===== src/hdl/ccf_pkg.sv =====
// constants for the processor control flag block
package ccf_pkg;

  // =====================================================
  // control register selectors
  localparam logic [2:0] SEL_SYS = 3'h0;
  localparam logic [2:0] SEL_DIR = 3'h3;
  localparam logic [2:0] SEL_EXT = 3'h4;

  // =====================================================
  // system_control_word bit positions
  localparam int SYS_PROT = 0;
  localparam int SYS_WMON = 1;
  localparam int SYS_NOFPU = 2;
  localparam int SYS_FPUSW = 3;
  localparam int SYS_EXTT = 4;
  localparam int SYS_CACHEOFF = 30;
  localparam int SYS_PAGING = 31;
  // stored bits; extension type reads as a fixed one
  localparam logic [31:0] SYS_WMASK = 32'hE005002F;
  localparam logic [31:0] SYS_FIXED = 32'h00000010;
  localparam logic [31:0] SYS_RESET = 32'h00000000;

  // =====================================================
  // page_directory_base bit positions
  localparam int DIR_WTHRU = 3;
  localparam int DIR_CACHEOFF = 4;
  localparam logic [31:0] DIR_WMASK = 32'hFFFFF018;
  localparam logic [31:0] DIR_RESET = 32'h00000000;

  // =====================================================
  // extension_enable_word bit positions
  localparam int EXT_V86 = 0;
  localparam int EXT_PVIRQ = 1;
  localparam int EXT_TSLOCK = 2;
  localparam int EXT_DBGBLK = 3;
  localparam int EXT_LPAGE = 4;
  localparam int EXT_WPHYS = 5;
  localparam int EXT_MCHK = 6;
  localparam int EXT_GPAGE = 7;
  localparam int EXT_PCREAD = 8;
  localparam int EXT_W = 9;
  localparam logic [31:0] EXT_RESET = 32'h00000000;

  // =====================================================
  // privilege
  localparam logic [1:0] CPL_KERNEL = 2'h0;

endpackage


===== src/hdl/ccf_op_check.sv =====
// instruction gate: decodes control flags into faults per opcode class
`timescale 1ns/1ps
`default_nettype none

module ccf_op_check (
  // flags
  input  wire logic       i_no_fpu,
  input  wire logic       i_wait_mon,
  input  wire logic       i_fpu_sw,
  input  wire logic       i_tstamp_lock,
  input  wire logic       i_dbg_block,
  input  wire logic       i_pc_read,
  input  wire logic [1:0] i_cpl,
  // instruction classes
  input  wire logic       i_fp_op,
  input  wire logic       i_wait_op,
  input  wire logic       i_tsc_op,
  input  wire logic       i_pmc_op,
  input  wire logic       i_dbg45_op,
  // verdict
  output logic            o_unavail,
  output logic            o_badop,
  output logic            o_protflt,
  output logic            o_ok
);

  wire logic kernel;
  wire logic fp_trap;
  wire logic wait_trap;
  wire logic any_op;

  assign kernel    = (i_cpl == ccf_pkg::CPL_KERNEL);
  // monitor flag decides whether wait looks at the switched flag
  assign fp_trap   = i_fp_op & (i_no_fpu | i_fpu_sw);
  assign wait_trap = i_wait_op & i_wait_mon & i_fpu_sw;
  assign any_op    = i_fp_op | i_wait_op | i_tsc_op | i_pmc_op | i_dbg45_op;

  assign o_unavail = fp_trap | wait_trap;
  assign o_badop   = i_dbg45_op & i_dbg_block;
  assign o_protflt = (i_tsc_op & i_tstamp_lock & ~kernel)
                   | (i_pmc_op & ~i_pc_read & ~kernel);
  assign o_ok = any_op & ~o_unavail & ~o_badop & ~o_protflt;

endmodule

`default_nettype wire


===== src/hdl/ccf_ctrl_flags.sv =====
// control flag registers, move access and fault reporting
//
// Functional notes
// - fp op faults unavailable if no-fpu or switched flag set, else runs.
// - wait op faults only when monitor and switched flags both set.
// - no-fpu flag is bit 2 of system word; traps every fp op.
// - monitor flag bit 1; when clear wait ignores switched flag.
// - protection flag bit 0; protected versus real mode, paging needs both.
// - directory cache-off flag bit 4 of directory base.
// - directory write-through flag bit 3; write-through when set else write-back.
// - both directory cache flags ignored unless paging on and cache on.
// - v86 extensions enable at bit 0 of extension word.
// - protected virtual irq support enable at bit 1.
// - timestamp read locked to level zero when bit 2 set.
// - debug alias block at bit 3; regs four, five give bad opcode.
// - large page enable at bit 4.
// - wide physical address enable at bit 5.
// - machine check enable at bit 6.
// - global page enable at bit 7.
// - perf counter read at any level when bit 8 set.
// - identify reports implemented extension flags except perf counter flag.
// - control register loads only at privilege level zero.
// - switched flag bit 3 set on every task switch; tested by fp ops.
// - setting paging with protection clear raises protection fault.
`timescale 1ns/1ps
`default_nettype none

module ccf_ctrl_flags #(
  // extension flags this model implements; arbitrary default, all present
  parameter logic [8:0] EXT_IMPL = 9'h1FF
) (
  // clock and reset
  input  wire logic        i_mclk,
  input  wire logic        i_sys_rst,
  // move to / from control register
  input  wire logic        i_cr_wr,
  input  wire logic        i_cr_rd,
  input  wire logic [2:0]  i_cr_sel,
  input  wire logic [31:0] i_cr_wdata,
  input  wire logic [1:0]  i_cpl,
  // task switch and clear of the switched flag
  input  wire logic        i_task_switch,
  input  wire logic        i_clr_fpu_sw,
  // instruction classes to gate
  input  wire logic        i_fp_op,
  input  wire logic        i_wait_op,
  input  wire logic        i_tsc_op,
  input  wire logic        i_pmc_op,
  input  wire logic        i_dbg45_op,
  input  wire logic        i_identify_op,
  // read answer
  output logic             o_rd_valid,
  output logic [31:0]      o_rd_data,
  // verdicts
  output logic             o_dev_unavail_fault,
  output logic             o_bad_opcode_fault,
  output logic             o_gen_prot_fault,
  output logic             o_op_exec,
  // identify answer
  output logic             o_ident_valid,
  output logic [8:0]       o_ident_features,
  // flags to the consuming units
  output logic             o_protect_on,
  output logic             o_paging_on,
  output logic             o_dir_cache_off,
  output logic             o_dir_write_through,
  output logic             o_v86_ext,
  output logic             o_prot_virq,
  output logic             o_large_page,
  output logic             o_wide_phys,
  output logic             o_mc_enable,
  output logic             o_global_page
);

  // =====================================================
  // stored words
  logic [31:0] sys_word;
  logic [31:0] dir_word;
  logic [8:0]  ext_word;

  // =====================================================
  // write qualification
  wire logic        kernel;
  wire logic        sel_sys;
  wire logic        sel_dir;
  wire logic        sel_ext;
  wire logic        sel_ok;
  wire logic        wr_priv_bad;
  wire logic        wr_page_bad;
  wire logic        wr_rsv_bad;
  wire logic        wr_protflt;
  wire logic        wr_badop;
  wire logic        wr_ok;
  wire logic        clr_ok;
  wire logic        clr_protflt;
  wire logic [31:0] ext_impl32;

  assign kernel      = (i_cpl == ccf_pkg::CPL_KERNEL);
  assign sel_sys     = (i_cr_sel == ccf_pkg::SEL_SYS);
  assign sel_dir     = (i_cr_sel == ccf_pkg::SEL_DIR);
  assign sel_ext     = (i_cr_sel == ccf_pkg::SEL_EXT);
  assign sel_ok      = sel_sys | sel_dir | sel_ext;
  assign ext_impl32  = {23'h000000, EXT_IMPL};
  assign wr_priv_bad = i_cr_wr & sel_ok & ~kernel;
  assign wr_page_bad = i_cr_wr & sel_sys
                     & i_cr_wdata[ccf_pkg::SYS_PAGING]
                     & ~i_cr_wdata[ccf_pkg::SYS_PROT];
  // an unimplemented extension bit must not be set by software
  assign wr_rsv_bad  = i_cr_wr & sel_ext & |(i_cr_wdata & ~ext_impl32);
  assign wr_protflt  = wr_priv_bad | wr_page_bad | wr_rsv_bad;
  assign wr_badop    = i_cr_wr & ~sel_ok;
  assign wr_ok       = i_cr_wr & sel_ok & ~wr_protflt;
  assign clr_ok      = i_clr_fpu_sw & kernel;
  assign clr_protflt = i_clr_fpu_sw & ~kernel;

  // =====================================================
  // next values
  wire logic [31:0] sys_wr_val;
  wire logic [31:0] next_sys;
  wire logic [31:0] next_dir;
  wire logic [8:0]  next_ext;
  wire logic        next_fpu_sw;

  assign sys_wr_val = (wr_ok & sel_sys)
                    ? ((i_cr_wdata & ccf_pkg::SYS_WMASK)
                       | (sys_word & ~ccf_pkg::SYS_WMASK))
                    : sys_word;
  // a task switch in the same cycle as a clear leaves the flag set
  assign next_fpu_sw = i_task_switch
                     | (sys_wr_val[ccf_pkg::SYS_FPUSW] & ~clr_ok);
  assign next_sys = {sys_wr_val[31:ccf_pkg::SYS_FPUSW + 1],
                     next_fpu_sw,
                     sys_wr_val[ccf_pkg::SYS_FPUSW - 1:0]};
  assign next_dir = (wr_ok & sel_dir)
                  ? (i_cr_wdata & ccf_pkg::DIR_WMASK) : dir_word;
  assign next_ext = (wr_ok & sel_ext)
                  ? i_cr_wdata[ccf_pkg::EXT_W - 1:0] : ext_word;

  always_ff @(posedge i_mclk) begin
    if (i_sys_rst) begin
      sys_word <= ccf_pkg::SYS_RESET;
      dir_word <= ccf_pkg::DIR_RESET;
      ext_word <= ccf_pkg::EXT_RESET[ccf_pkg::EXT_W - 1:0];
    end else begin
      sys_word <= next_sys;
      dir_word <= next_dir;
      ext_word <= next_ext;
    end
  end

  // =====================================================
  // read path
  wire logic [31:0] rd_mux;

  assign rd_mux = sel_sys ? (sys_word | ccf_pkg::SYS_FIXED)
                : sel_dir ? dir_word
                : sel_ext ? {23'h000000, ext_word}
                : 32'h00000000;

  always_ff @(posedge i_mclk) begin
    if (i_sys_rst) begin
      o_rd_valid <= 1'b0;
      o_rd_data  <= 32'h00000000;
    end else begin
      o_rd_valid <= i_cr_rd & sel_ok;
      o_rd_data  <= (i_cr_rd & sel_ok) ? rd_mux : 32'h00000000;
    end
  end

  // =====================================================
  // instruction gate
  wire logic op_unavail;
  wire logic op_badop;
  wire logic op_protflt;
  wire logic op_ok;

  ccf_op_check u_op_check (
    .i_no_fpu    (sys_word[ccf_pkg::SYS_NOFPU]),
    .i_wait_mon  (sys_word[ccf_pkg::SYS_WMON]),
    .i_fpu_sw    (sys_word[ccf_pkg::SYS_FPUSW]),
    .i_tstamp_lock (ext_word[ccf_pkg::EXT_TSLOCK]),
    .i_dbg_block (ext_word[ccf_pkg::EXT_DBGBLK]),
    .i_pc_read   (ext_word[ccf_pkg::EXT_PCREAD]),
    .i_cpl       (i_cpl),
    .i_fp_op     (i_fp_op),
    .i_wait_op   (i_wait_op),
    .i_tsc_op    (i_tsc_op),
    .i_pmc_op    (i_pmc_op),
    .i_dbg45_op  (i_dbg45_op),
    .o_unavail   (op_unavail),
    .o_badop     (op_badop),
    .o_protflt   (op_protflt),
    .o_ok        (op_ok)
  );

  always_ff @(posedge i_mclk) begin
    if (i_sys_rst) begin
      o_dev_unavail_fault <= 1'b0;
      o_bad_opcode_fault  <= 1'b0;
      o_gen_prot_fault    <= 1'b0;
      o_op_exec           <= 1'b0;
    end else begin
      o_dev_unavail_fault <= op_unavail;
      o_bad_opcode_fault  <= op_badop | wr_badop;
      o_gen_prot_fault    <= op_protflt | wr_protflt | clr_protflt;
      o_op_exec           <= op_ok;
    end
  end

  // =====================================================
  // identify answer; the perf counter flag is never reported
  wire logic [8:0] ident_mask;

  assign ident_mask = EXT_IMPL & ~(9'h001 << ccf_pkg::EXT_PCREAD);

  always_ff @(posedge i_mclk) begin
    if (i_sys_rst) begin
      o_ident_valid    <= 1'b0;
      o_ident_features <= 9'h000;
    end else begin
      o_ident_valid    <= i_identify_op;
      o_ident_features <= i_identify_op ? ident_mask : 9'h000;
    end
  end

  // =====================================================
  // flags to consumers, taken from next values so they line up
  // with the stored words and lag no further
  wire logic dir_flags_live;

  assign dir_flags_live = next_sys[ccf_pkg::SYS_PAGING]
                        & next_sys[ccf_pkg::SYS_PROT]
                        & ~next_sys[ccf_pkg::SYS_CACHEOFF];

  always_ff @(posedge i_mclk) begin
    if (i_sys_rst) begin
      o_protect_on        <= 1'b0;
      o_paging_on         <= 1'b0;
      o_dir_cache_off     <= 1'b0;
      o_dir_write_through <= 1'b0;
      o_v86_ext           <= 1'b0;
      o_prot_virq         <= 1'b0;
      o_large_page        <= 1'b0;
      o_wide_phys         <= 1'b0;
      o_mc_enable         <= 1'b0;
      o_global_page       <= 1'b0;
    end else begin
      o_protect_on        <= next_sys[ccf_pkg::SYS_PROT];
      o_paging_on         <= next_sys[ccf_pkg::SYS_PAGING]
                           & next_sys[ccf_pkg::SYS_PROT];
      o_dir_cache_off     <= dir_flags_live
                           & next_dir[ccf_pkg::DIR_CACHEOFF];
      o_dir_write_through <= dir_flags_live
                           & next_dir[ccf_pkg::DIR_WTHRU];
      o_v86_ext           <= next_ext[ccf_pkg::EXT_V86];
      o_prot_virq         <= next_ext[ccf_pkg::EXT_PVIRQ];
      o_large_page        <= next_ext[ccf_pkg::EXT_LPAGE];
      o_wide_phys         <= next_ext[ccf_pkg::EXT_WPHYS];
      o_mc_enable         <= next_ext[ccf_pkg::EXT_MCHK];
      o_global_page       <= next_ext[ccf_pkg::EXT_GPAGE];
    end
  end
endmodule

`default_nettype wire


===== config.mk =====
export PLATFORM = sky130hd
export DESIGN_NAME = ccf_ctrl_flags
export DESIGN_NICKNAME = d
export VERILOG_FILES = /design/src/hdl/ccf_pkg.sv /design/src/hdl/ccf_op_check.sv /design/src/hdl/ccf_ctrl_flags.sv
export SDC_FILE = /design/constraint.sdc
export NUM_CORES = 1
export LEC_CHECK = 0
export ABC_AREA = 1
export BUFFER_PORTS_ARGS = -buffer_cell sky130_fd_sc_hd__buf_2
export CORE_MARGIN = 4
export CORE_UTILIZATION = 49
export DETAILED_ROUTE_END_ITERATION = 8
export GPL_TIMING_DRIVEN = 0
export HOLD_SLACK_MARGIN = 0.12
export PLACE_DENSITY_LB_ADDON = 0.1
export SLEW_MARGIN = 20
export SYNTH_ARGS = -nofsm -noshare
export SYNTH_HDL_FRONTEND = slang
export SYNTH_SLANG_ARGS = --single-unit

===== constraint.sdc =====
create_clock -name i_mclk -period 2.05 [get_ports i_mclk]
set_clock_uncertainty 0.2 [all_clocks]
set_input_delay 0.1025 -clock i_mclk [delete_from_list [all_inputs] [get_ports i_mclk]]
set_output_delay 0.1025 -clock i_mclk [all_outputs]
set_load 0.005 [all_outputs]

Word-level counts from Yosys, hierarchy flattened
Index checks and enable logic that the tools add are counted.
{"block": "op_classes", "mux": 7, "eq_ne": 2, "reduce_logical": 4, "bitwise_logic": 58}
{"cell": "two-way mux 32 bit", "n": 3}
{"cell": "OR 32 x 29 -> 32 bit", "n": 1}
{"cell": "AND 1 bit", "n": 31}
{"cell": "OR reduction 23 bit", "n": 1}
{"cell": "two-way mux 8 bit", "n": 2}
{"cell": "OR 1 bit", "n": 15}
{"cell": "inverter 1 bit", "n": 11}
{"cell": "two-way mux 9 bit", "n": 1}
{"cell": "two-way mux 5 bit", "n": 1}
{"cell": "equality test 3 x 2 -> 1 bit, second input constant", "n": 1}
{"cell": "equality test 3 bit, second input constant", "n": 1}
{"cell": "zero test 3 bit", "n": 1}
{"cell": "zero test 2 bit", "n": 1}
{"cell": "OR reduction 2 bit", "n": 1}
{"block": "word_totals", "elab_cells": 95, "reg_bits": 120, "out_inout_bits": 57}

Depth between registers and ports, before layout
{"block": "depth", "ltp_word": 14, "mapped_depth": 13, "mapped_depth_nobuf": 12}

Hierarchy
Synthesis repeated with hierarchy kept, for this count alone.
{"block": "unflattened", "hier_cells": 375, "hier_area_um2": 3031.7}
{"mod": "ccf_ctrl_flags", "seq_area_each_um2": 1581.5, "cells_each": 356, "area_each_um2": 2950.3, "instances": 1}
{"mod": "ccf_op_check", "seq_area_each_um2": 0.0, "cells_each": 19, "area_each_um2": 81.3, "instances": 1}

Worst setup path before layout
No wires, ideal clock.
{"block": "synth_timing", "path_kind": "input-to-reg", "from": "in i_cpl[1]", "to": "reg ext_word[8]", "setup_ns": 0.119, "arrival_ns": 1.163, "required_ns": 1.731, "cell_stages": 8, "path_slack_ns": 0.568, "path_cell_list": "or2_1 nand3_1 nand2_1 a21oi_2 nand2_1 buf_2 o21ai_1 a21oi_1"}
{"block": "synth_via", "elab_chain_len": 8}
{"element": "from (decl)", "line": "ccf_ctrl_flags.sv:40", "source": "input wire logic [1:0] i_cpl,"}
{"element": "zero test 2 bit", "line": "ccf_ctrl_flags.sv:98", "source": "assign kernel = (i_cpl == ccf_pkg::CPL_KERNEL);"}
{"element": "inverter 1 bit", "line": "ccf_ctrl_flags.sv:104", "source": "assign wr_priv_bad = i_cr_wr & sel_ok & ~kernel;"}
{"element": "AND 1 bit", "line": "ccf_ctrl_flags.sv:104"}
{"element": "OR 1 bit (2 in a row)", "line": "ccf_ctrl_flags.sv:110", "source": "assign wr_protflt = wr_priv_bad | wr_page_bad | wr_rsv_bad;"}
{"element": "inverter 1 bit", "line": "ccf_ctrl_flags.sv:112", "source": "assign wr_ok = i_cr_wr & sel_ok & ~wr_protflt;"}
{"element": "AND 1 bit", "line": "ccf_ctrl_flags.sv:112"}
{"element": "AND 1 bit", "line": "ccf_ctrl_flags.sv:136", "source": "assign next_ext = (wr_ok & sel_ext)"}
{"element": "to (signal assigned)", "line": "ccf_ctrl_flags.sv:143", "source": "ext_word <= ccf_pkg::EXT_RESET[ccf_pkg::EXT_W - 1:0];"}
{"element": "to (signal assigned)", "line": "ccf_ctrl_flags.sv:147", "source": "ext_word <= next_ext;"}
{"element": "to (decl)", "line": "ccf_ctrl_flags.sv:79", "source": "logic [8:0] ext_word;"}
No other way between the ends.
A chain may end at the register's enable or synchronous reset.

Worst setup path after layout
{"block": "layout_timing", "from": "in i_cr_sel[1]", "to": "reg o_rd_data[3]"}
{"block": "layout_via", "elab_chain_len": 6}
{"element": "from (decl)", "line": "ccf_ctrl_flags.sv:38", "source": "input wire logic [2:0] i_cr_sel,"}
{"element": "equality test 3 x 2 -> 1 bit or zero test 3 bit (tied branches)", "line": "ccf_ctrl_flags.sv:100, ccf_ctrl_flags.sv:99"}
{"element": "OR 1 bit (2 in a row)", "line": "ccf_ctrl_flags.sv:102", "source": "assign sel_ok = sel_sys | sel_dir | sel_ext;"}
{"element": "AND 1 bit", "line": "ccf_ctrl_flags.sv:166", "source": "o_rd_data <= (i_cr_rd & sel_ok) ? rd_mux : 32'h00000000;"}
{"element": "inverter 1 bit (no line)"}
{"element": "OR reduction 2 bit (no line)"}
{"element": "to (signal assigned)", "line": "ccf_ctrl_flags.sv:166"}
{"element": "to (decl)", "line": "ccf_ctrl_flags.sv:53", "source": "output logic [31:0] o_rd_data,"}
Parallel ways exist; a longest one is shown, timed or not.

==> flow_summary.yaml <==
outcome:
  outcome: "finished, final reports clean"
yosys:
  synth_xor_area_share_pct: 0
  synth_seq_cells: 79
  yosysMostFrequentCell: "dfxtp_1"
  synth_cell_types: 34
  yosysWarnings: 0
  yosysTopAreaCell: "dfxtp_1"
  synth_area_per_cell_um2: 8.13
  synth_fa_ha_area_share_pct: 0
  ys.flop_type: "dfxtp_1"
  netlist_instances: 361
  yosys-top-cells-count: "dfxtp_1, inv_1, nor2_1, a21oi_1, nand2_1"
  yosys.area_share.simple_pct: 17.1
  netlist_area_um2: 2930
  synth_top_family_by_area: "simple AND/OR/NAND/NOR gates"
  synthArstFlopShare_pct: 0
  synth_area_leaders: "dfxtp_1, a21oi_1, inv_1, nor2_1, o21ai_0"
  netlist.area_leader.share_pct: 53.9
  synth_mux_area_share_pct: 0
  synth-edff-count: 0
  synth_compound_area_share_pct: 16.3
  synth-seq-area-share_pct: 53.9
detailed_routing:
  wire_per_inst_um: 13.4
  first_pass_iters: 4
  via_per_inst: 4.88
  antenna_left: 0
  drt-total-wl_mm: 8.20
  drcViolationCount: 0
  vias: 2976
  drt_iter0_drc: 175
power:
  comb_power_share_pct: 10.5
  p_int_uw: 2410
  ir_worst_vdd_mv: 0.550
  clockPowerShare_pct: 39.3
  power_frac_seq_pct: 50.3
  p_switching_uw: 713
  power_leakage_uw: 0.00202
  swShare_pct: 22.9
  power.density_nw_per_um2: 721
clock_network:
  cts_tree: "yes"
  postCtsResizedCells: 0
  ctsLongestPathBuffers: 2
  clk_pin_slew_ps: 80
  clock_sinks: 79
  root_buffer: "clkbuf_8"
  cts_hold_buf: 58
  htreeDepth: 3
  cts_buffers: 9
  clk_latency_ps: 340
  post_cts_buffers: 0
floorplanning:
  num_rows: 27
  num_io_pins: 106
  die_area_um2: 7290
  core-area_um2: 5640
  start_util_pct: 52.0
  fp.dieH_um: 85.4
  die_w_um: 85.4
cells_and_area:
  utilization_pct: 76.8
  fin_area_um2: 4330
  fillers: 399
  n_antenna_cell: 0
  multi_input_area_um2: 995
  drive_gt1_share_pct: 28.4
  register_area_um2: 1580
  nets: 583
  area_growth_pct: 47.6
grt:
  grt_usage_pct: 22.8
  gr-total-overflow: 0
  grt_use_met2_pct: 39.5
  grt_max_degree: 14
  grt_pass1_vias: 2956
  grt_util_met3_pct: 4.08
  antenna_found_initial: 0
  grt.busiest_layer: "met2"
  globalRouteMet1Util_pct: 27.6
  grt_pass1_wl_mm: 13.2
critical_path:
  arrival_ps: 1980
  cpPeakStageDelay_ps: 630
  r2r_slack_ps: 250
  worstSetupStartpoint: "i_cr_sel[1]"
  crit_path_max_fanout: 4
  critical_path.endpoint_type: "flip-flop"
  r2r_cells: 6
  r2r-end: "o_op_exec$_SDFF_PP0_"
  cp_top_family: "buffers and inverters"
  crit_chain: "buf_2, nand2_1, o21ai_2, dlygate4sd3_1, nand2_1, dlygate4sd3_1, a221oi_1"
  cp-endpoint: "o_rd_data[3]$_SDFF_PP0_"
  worst-path-stages: 7
  crit_slowest_cell: "dlygate4sd3_1"
  r2r-start: "sys_word[3]$_SDFF_PP0_"
  critical_path_required_ps: 2090
  worstSetupPathType: "primary input to flip-flop"
  worst-path-buf-inv: 3
  crit_path_start_kind: "primary input"
sta:
  final_hold_viol_count: 0
  fin_crit_ps: 1930
  rsz0062_at_grt: "no"
  fin_ws_ps: 117
  setup_tns_ps: 0
  setup_viol: 0
  slew_violations: 0
  max_freq_ghz: 0.517
  period_share_pct: 94.3
placement:
  gp_congestion: 0.800
  dp_hpwl_mm: 5.21
  post-place-ws_ps: 111
  port_buffers: 101
  placed_cell_area_um2: 3540
worst_hold_path:
  hp-class: "primary input to flip-flop"
flow_run:
  cap_violations: 0
registers in the layout, summed over array words and instances (netlist names):
signal and count:
o_dir_write_through 1, o_dir_cache_off 1, o_gen_prot_fault 1, dir_word 22, o_bad_opcode_fault 1, o_ident_features 1, ext_word 9, o_paging_on 1
o_rd_data 29, o_op_exec 1, sys_word 10, o_dev_unavail_fault 1, o_rd_valid 1
worst min-delay path by stage:
stage	from	end	slack, ps	depth (start not counted)
after global placement	i_identify_op	o_ident_features[6]$_SDFF_PP0_	110	3
after floorplan	i_identify_op	o_ident_features[6]$_SDFF_PP0_	9	2
final	i_cr_sel[2]	dir_word[29]$_SDFFE_PP0P_	150	6
after CTS	i_cr_sel[2]	dir_word[29]$_SDFFE_PP0P_	140	6
after global routing	i_cr_wr	dir_word[29]$_SDFFE_PP0P_	180	5
after detailed placement	i_identify_op	o_ident_features[6]$_SDFF_PP0_	120	3
layout by cell type (no fill, tap or decap), types with 3 or more instances in the layout:
cell,Yosys,layout
a21oi_1,39,39
nand2_2,3,3
buf_2,4,105
clkbuf_1,4,4
clkbuf_8,0,9
o21ai_1,6,6
o21ai_0,31,31
inv_1,51,51
nand3_1,16,16
dlygate4sd3_1,0,58
nor2_1,45,45
buf_4,12,12
conb_1,1,4
dfxtp_1,79,79
inv_2,5,5
nand2_1,35,35
o22ai_1,5,5
kinds of logic (layout without fill, tap and decap cells):
family	count (synthesis)	in the layout
and+or+nand+nor	111	111
AOI/OAI and AO/OA	89	89
buffers and inverters	81	255
other	1	4
DFF	79	79
layout make-up:
type                            instances  area share [%]
Multi-Input combinational cell        204            23.0
Sequential cell                        79            36.5
Timing Repair Buffer                  159            25.1
Tap cell                               72            2.08
Buffer                                 24            3.58
Inverter                               57            4.94
Clock inverter                          6            1.99
Clock buffer                            9            2.86
stage by stage:
step	power, uW	hold WS, ps	cells
floorplan	1730	9.47	364
global placement	1830	109	537
detailed placement	1830	124	537
CTS	3120	137	610
global route	3250	178	610
finish	3120	148	610
tightest hold or removal path, cell delays in order:
cell	delay, ps
buf_2	140
nor2_1	110
inv_1	80
nor3_2	70
nor2_1	90
nor2_1	50
layer usage:
| metal | vias up | wire, um |
|---|---|---|
| met5 | - | 0 |
| met4 | 0 | 150 |
| met3 | 17 | 625 |
| met2 | 125 | 3990 |
| met1 | 1354 | 3440 |
| li1 | 1480 | - |
power by group through the flow:
stage,Clock [uW],Combinational [uW],Sequential (uW)
global route,1320,361,1570
CTS,1240,318,1570
detailed placement,0,230,1600
global placement,0,229,1600
floorplan,0,126,1600
finish,1230,327,1570
Power figures use the tool's default switching activity.
